## config.mk

```make
export PLATFORM = sky130hd
export DESIGN_NAME = bet_triage
export DESIGN_NICKNAME = d
export VERILOG_FILES = /design/src/rtl/bet_pkg.sv /design/src/rtl/bet_triage.sv
export SDC_FILE = /design/constraint.sdc
export NUM_CORES = 1
export LEC_CHECK = 0
export BUFFER_PORTS_ARGS = -buffer_cell sky130_fd_sc_hd__buf_2
export CORE_MARGIN = 2
export CORE_UTILIZATION = 45
export DETAILED_ROUTE_END_ITERATION = 10
export PLACE_DENSITY = 0.85
export SLEW_MARGIN = 10
export SYNTH_ARGS = -nofsm -noshare
export SYNTH_HDL_FRONTEND = slang
export SYNTH_SLANG_ARGS = --single-unit
```

## constraint.sdc

```tcl
create_clock -name I_CLK_SYS -period 4.9 [get_ports I_CLK_SYS]
set_input_delay 0.735 -clock I_CLK_SYS [delete_from_list [all_inputs] [get_ports I_CLK_SYS]]
set_output_delay 0.735 -clock I_CLK_SYS [all_outputs]
set_load 0.03 [all_outputs]
```

## src/rtl/bet_pkg.sv

```systemverilog
// Purpose: Constants for the bank error triage block
// Assumes: APB slave, one clock, 32-bit data
package bet_pkg;
    localparam logic [7:0]  ADDR_CAP        = 8'h00;
    localparam logic [7:0]  ADDR_GSTAT      = 8'h04;
    localparam logic [7:0]  ADDR_EVENT      = 8'h08;
    localparam logic [7:0]  ADDR_CLASS_BASE = 8'h10;
    localparam int          CAP_RECOV_BIT   = 24;
    localparam int          GST_RIP_BIT     = 0;
    localparam int          GST_FIP_BIT     = 1;
    localparam int          GST_FLIGHT_BIT  = 2;
    localparam int          GST_SHUT_BIT    = 3;
    localparam int          EVT_CONS_BIT    = 0;
    localparam logic        CAP_RESET       = 1'b1;
    localparam logic [2:0]  CLS_NONE        = 3'h0;
    localparam logic [2:0]  CLS_CORRECTED   = 3'h1;
    localparam logic [2:0]  CLS_NO_ACTION   = 3'h2;
    localparam logic [2:0]  CLS_OPT_FIX     = 3'h3;
    localparam logic [2:0]  CLS_MAND_FIX    = 3'h4;
    localparam logic [2:0]  CLS_SPURIOUS    = 3'h5;
    localparam logic [2:0]  CLS_FATAL       = 3'h6;
    localparam int          MAX_BANKS       = 8;
endpackage

```

## src/rtl/bet_triage.sv

```systemverilog
// Purpose: Classifies each error bank and raises check or corrected-error events
// Assumes: Bank flags synchronous to I_CLK_SYS, one bit per bank
// Notes:   APB answers with zero wait states; read data is captured in setup
`timescale 1ns/1ns
module bet_triage
    import bet_pkg::*;
#(
    parameter int NUM_BANKS = 4
) (
    input  wire logic                 I_CLK_SYS,
    input  wire logic                 I_RESET_N,
    input  wire logic                 i_psel,
    input  wire logic                 i_penable,
    input  wire logic                 i_pwrite,
    input  wire logic [7:0]           i_paddr,
    input  wire logic [31:0]          i_pwdata,
    output logic      [31:0]          o_prdata,
    output logic                      o_pready,
    output logic                      o_pslverr,
    input  wire logic [NUM_BANKS-1:0] i_entry_good,
    input  wire logic [NUM_BANKS-1:0] i_not_fixed,
    input  wire logic [NUM_BANKS-1:0] i_error_armed,
    input  wire logic [NUM_BANKS-1:0] i_context_corrupt,
    input  wire logic [NUM_BANKS-1:0] i_recov_by_handler,
    input  wire logic [NUM_BANKS-1:0] i_action_needed,
    input  wire logic [NUM_BANKS-1:0] i_lost_prior_info,
    input  wire logic [NUM_BANKS-1:0] i_data_consumed,
    input  wire logic                 i_restart_ip_good,
    input  wire logic                 i_faulting_ip_linked,
    output logic      [3*NUM_BANKS-1:0] o_bank_class,
    output logic                      o_machine_check,
    output logic                      o_corrected_error_irq,
    output logic                      o_check_in_flight,
    output logic                      o_shutdown
);

    if (NUM_BANKS < 1 || NUM_BANKS > MAX_BANKS) begin : g_bad_banks
        $error("NUM_BANKS out of range");
    end

    typedef struct packed {
        logic [3*NUM_BANKS-1:0] cls;
        logic [NUM_BANKS-1:0]   good_prev;
        logic                   cap;
        logic                   rip;
        logic                   fip;
        logic                   flight;
        logic                   shut;
        logic                   cons;
        logic                   mce;
        logic                   cirq;
        logic                   slverr;
        logic [31:0]            rdata;
    } bet_state_t;

    bet_state_t st_q;
    bet_state_t st_d;

    ////////////////////////////////////////////////////////////////////////////
    // Per-bank classification
    logic [3*NUM_BANKS-1:0] cls_now;
    logic [NUM_BANKS-1:0]   mce_new;
    logic [NUM_BANKS-1:0]   cirq_new;
    logic [NUM_BANKS-1:0]   consume;

    // Same order as the handler walks a bank; spurious is tested before context damage
    function automatic logic [2:0] classify(input logic good, input logic nf, input logic armed,
                                            input logic cc, input logic rbh, input logic an,
                                            input logic lost, input logic cap);
        logic [2:0] c;
        c = CLS_NONE;
        if (!good) begin
            c = CLS_NONE;
        end else if (!nf) begin
            c = CLS_CORRECTED;
        end else if (!cap) begin
            c = CLS_FATAL;
        end else if (!armed && !lost) begin
            c = CLS_SPURIOUS;
        end else if (cc) begin
            c = CLS_FATAL;
        end else if (!rbh && !an) begin
            c = CLS_NO_ACTION;
        end else if (!rbh) begin
            c = CLS_FATAL;
        end else if (!an) begin
            c = CLS_OPT_FIX;
        end else begin
            c = CLS_MAND_FIX;
        end
        return c;
    endfunction

    for (genvar b = 0; b < NUM_BANKS; b++) begin : g_bank
        logic [2:0] c;
        logic       fresh;
        assign c = classify(i_entry_good[b], i_not_fixed[b], i_error_armed[b], i_context_corrupt[b],
                            i_recov_by_handler[b], i_action_needed[b], i_lost_prior_info[b], st_q.cap);
        assign cls_now[3*b +: 3] = c;
        // A bank reports a new error only in the cycle after its entry_good rises
        assign fresh = i_entry_good[b] && !st_q.good_prev[b];
        // Armed errors classed fix or fatal go to the check; corrected, no-action and spurious to the notification
        assign mce_new[b] = fresh && i_not_fixed[b] && i_error_armed[b]
                            && (c == CLS_OPT_FIX || c == CLS_MAND_FIX || c == CLS_FATAL);
        assign cirq_new[b] = fresh && (c == CLS_CORRECTED || c == CLS_NO_ACTION
                                       || c == CLS_SPURIOUS);
        assign consume[b] = i_data_consumed[b] && st_q.cls[3*b +: 3] == CLS_NO_ACTION;
    end

    ////////////////////////////////////////////////////////////////////////////
    // Bus decode and next state
    logic       setup;
    logic       wr_acc;
    logic [5:0] widx;
    logic       mce_fire;

    assign setup    = i_psel && !i_penable;
    assign wr_acc   = i_psel && i_penable && i_pwrite;
    assign widx     = i_paddr[7:2] - ADDR_CLASS_BASE[7:2];
    assign mce_fire = |mce_new || |consume;

    always_comb begin
        st_d           = st_q;
        st_d.cls       = cls_now;
        st_d.good_prev = i_entry_good;
        st_d.mce       = mce_fire;
        st_d.cirq      = |cirq_new;
        if (mce_fire) begin
            st_d.rip  = i_restart_ip_good;
            st_d.fip  = i_faulting_ip_linked;
            st_d.cons = |consume && !(|mce_new);
        end
        if (mce_fire && st_q.flight) begin
            st_d.shut = 1'b1;
        end
        if (wr_acc && i_paddr == ADDR_CAP) begin
            st_d.cap = i_pwdata[CAP_RECOV_BIT];
        end
        // Software may only clear the flag; a new check in the same cycle wins
        if (wr_acc && i_paddr == ADDR_GSTAT && !i_pwdata[GST_FLIGHT_BIT]) begin
            st_d.flight = 1'b0;
        end
        if (mce_fire) begin
            st_d.flight = 1'b1;
        end
        if (setup) begin
            st_d.rdata  = 32'h0;
            st_d.slverr = 1'b0;
            if (i_paddr == ADDR_CAP) begin
                st_d.rdata[CAP_RECOV_BIT] = st_q.cap;
            end else if (i_paddr == ADDR_GSTAT) begin
                st_d.rdata[GST_RIP_BIT]    = st_q.rip;
                st_d.rdata[GST_FIP_BIT]    = st_q.fip;
                st_d.rdata[GST_FLIGHT_BIT] = st_q.flight;
                st_d.rdata[GST_SHUT_BIT]   = st_q.shut;
            end else if (i_paddr == ADDR_EVENT) begin
                st_d.rdata[EVT_CONS_BIT] = st_q.cons;
            end else if (i_paddr[1:0] == 2'h0 && i_paddr >= ADDR_CLASS_BASE
                         && 32'(widx) < NUM_BANKS) begin
                st_d.rdata[2:0] = st_q.cls[3*widx +: 3];
            end else begin
                st_d.slverr = 1'b1;
            end
        end
    end

    always_ff @(posedge I_CLK_SYS or negedge I_RESET_N) begin
        if (!I_RESET_N) begin
            st_q     <= '0;
            st_q.cap <= CAP_RESET;
        end else begin
            st_q <= st_d;
        end
    end

    assign o_prdata              = st_q.rdata;
    assign o_pready              = 1'b1;
    assign o_pslverr             = st_q.slverr;
    assign o_bank_class          = st_q.cls;
    assign o_machine_check       = st_q.mce;
    assign o_corrected_error_irq = st_q.cirq;
    assign o_check_in_flight     = st_q.flight;
    assign o_shutdown            = st_q.shut;
endmodule

```

==> flow_summary.toml <==
[global_route]
grt_overflow = 0
grt_max_degree = 31
grt_pass1_wl_mm = 6.858
antenna_found_initial = 0
grtUsageTotal = 0.1768
grt_pass1_vias = 1508

[synthesis]
syn_area_sq_um = 1958
syn_inst = 202
yosys_warnings = 0
synth_area_leaders = "dfrtp_1 37%, buf_4 17%, mux4_2 3.5%"
synthTopCellsByCount = "45 x buf_4, 29 x dfrtp_1, 13 x a21oi_1, 12 x nand2_1, 10 x nor3_1"
ys_seq_elements = 30
synth_ff_type = "dfrtp_1"
synth.top_cell.area_share = 0.3706
synth-async-reset-ratio = 1.000
synth_edf_count = 0
ys_types = 43
synth.avg_cell_area_sq_um = 9.694
ys_seq_area_frac = 0.3840
post-synth-top-count-cell = "buf_4"
post-synth-top-area-cell = "dfrtp_1"

[timing]
fin_skew_ns = 0.006332
hold_viol = 0
layout_min_cycle_time_ns = 2.253
relSlewSlack = 0.5517
max_freq_mhz = 443.9
final.setup.tns_ns = 0
worst_slack_ns = 2.647
post-route-period-util = 0.4598
maxSlewViolCount = 0
worst-slew-pin-transition_ns = 0.6724
finalSetupViolations = 0
hold_ws_ns = 0.4597
rsz0062_at_grt = "false"

[clocking]
cts_setup_buffers = 0
hold_buffers = 0
cts_tree = "done"
cts-resized-gates = 0
cts.sinks = 30
clockBufferDepth = 2
root_buffer = "clkbuf_8"
cts_buffers = 5
clkTransAtPathRegs_ns = 0.06
h-tree-depth = 2
clock_latency_ns = 0.28

[power]
ir_drop_v = 0.0001431
design_power_total_mw = 0.6138
power_density_nw_per_um2 = 278.9
p_leak_nw = 1.086

[place]
dpl_worst_slack_ns = 2.360
routabilityCongestion = 0.8098
dpl.hpwl_mm = 3.361
io_buffers = 70

[worst_setup_path]
worstPathMaxFanout = 5
start_kind = "input pin"
critical_path_required_ns = 5.03
crit_arrival_ns = 2.39
reg2reg_slack_ns = 2.85
path_class = "in -> reg"
endpoint_kind = "flop"

[floorplanning]
num_rows = 23
chipHeight_um = 69.97
start_util = 0.4792
boundaryPins = 129
fp.coreArea_sq_um = 4086
die_area_sq_um = 4895
fp.dieW_um = 69.97

[finish]
fin_util = 0.5386
fillers = 399
diodes = 0
drive_above_1_share = 0.3516
area_delta_synth_final_pct = 12.40
finalNetCount = 336

[worst_hold_path]
worstHoldPathType = "reg -> reg"

[outcome]
outcome = "finished, final reports clean"

[routing]
viasPerCell = 5.052
drtIter0Drc = 67
wl_mm = 4.150
drc = 0
ant_nets = 0
wire_per_inst_um = 13.56
vias = 1546
dr.pass1.iters = 4

[flow_run]
drv_cap = 0
[final cells by class]
class | count | area, sq um | area share
multi-input combinational | 144 | 929.6 | 0.4224
sequential | 30 | 752.0 | 0.3417
timing repair buffer | 70 | 350.3 | 0.1592
clock buffer | 7 | 86.33 | 0.03923
tap | 50 | 62.56 | 0.02843
inverter | 4 | 15.01 | 0.006822
clock inverter | 1 | 5.005 | 0.002274
[cells in the final DEF (no fill, tap or decap), drive strengths merged, types with 2 or more instances in the layout]
| cell | count |
|---|---|
| nor3b | 4 |
| nand3 | 2 |
| a21boi | 4 |
| nor2 | 7 |
| dfrtp | 29 |
| mux2 | 3 |
| nor4bb | 4 |
| a21oi | 13 |
| mux4 | 3 |
| nand2 | 12 |
| ha | 2 |
| o21ai | 9 |
| o22ai | 6 |
| buf | 70 |
| or4b | 2 |
| or4 | 2 |
| nor3 | 10 |
| conb | 28 |
| a211oi | 3 |
| a221o | 2 |
| inv | 4 |
| clkbuf | 7 |
| nor4 | 4 |
| and3 | 2 |
| nand4b | 4 |
| nand2b | 7 |
[power breakdown]
part | internal [mW] | total (mW) | switching [mW]
Sequential | 0.263 | 0.272 | 0.00922
Combinational | 0.0444 | 0.135 | 0.0907
Clock | 0.113 | 0.207 | 0.0934
Total | 0.420 | 0.614 | 0.193
[registers in the layout, indices dropped and copies added, names as in the netlist]
| register | flops |
|---|---|
| o_bank_class | 12 |
| st_q | 8 |
| o_prdata | 5 |
| o_check_in_flight | 1 |
| o_corrected_error_irq | 1 |
| o_machine_check | 1 |
| o_pslverr | 1 |
| o_shutdown | 1 |
[worst max-delay path: stages]
cell	delay [ns]
buf_2	0.10
inv_1	0.07
ha_1	0.18
or4b_4	0.51
or4b_4	0.56
nor3_1	0.14
o21ai_0	0.09
[cells by family after synthesis]
group                      share of synthesized area
AOI/OAI and AO/OA                             0.1387
xor gates and xnor gates                    0.008947
adders and majority gates                    0.01278
buffers and inverters                         0.1910
DFF                                           0.3840
muxes                                        0.05175
other                                       0.003835
and+or+nand+nor                               0.2089
[per-stage QoR]
step | cell area, sq um | instances
after global placement | 2110 | 298
final | 2201 | 306
after detailed placement | 2110 | 298
after CTS | 2201 | 306
after global routing | 2201 | 306
after floorplan | 2056 | 228
[layer usage]
layer,global-route usage,wire length [um],vias up
li1,-,-,759
met1,0.1989,1700,717
met2,0.3175,2108,68
met3,0.06205,323,2
met4,0.04487,18,0
met5,0,0,-
[worst paths after layout]
check,cells past startpoint,endpoint,startpoint
setup reg to reg,4,st_q[38]$_DFFE_PN0P_,o_bank_class[4]$_DFF_PN0_
hold reg to reg,2,o_prdata[24]$_DFFE_PN0P_,o_prdata[24]$_DFFE_PN0P_
min in group asynchronous,1,o_prdata[24]$_DFFE_PN0P_,I_RESET_N
hold / removal,2,o_prdata[24]$_DFFE_PN0P_,o_prdata[24]$_DFFE_PN0P_
setup / recovery,7,o_check_in_flight$_DFFE_PN0P_,i_paddr[5]
max in group asynchronous,1,o_prdata[1]$_DFFE_PN0P_,I_RESET_N
No activity file was read; power rests on OpenSTA's default activity.
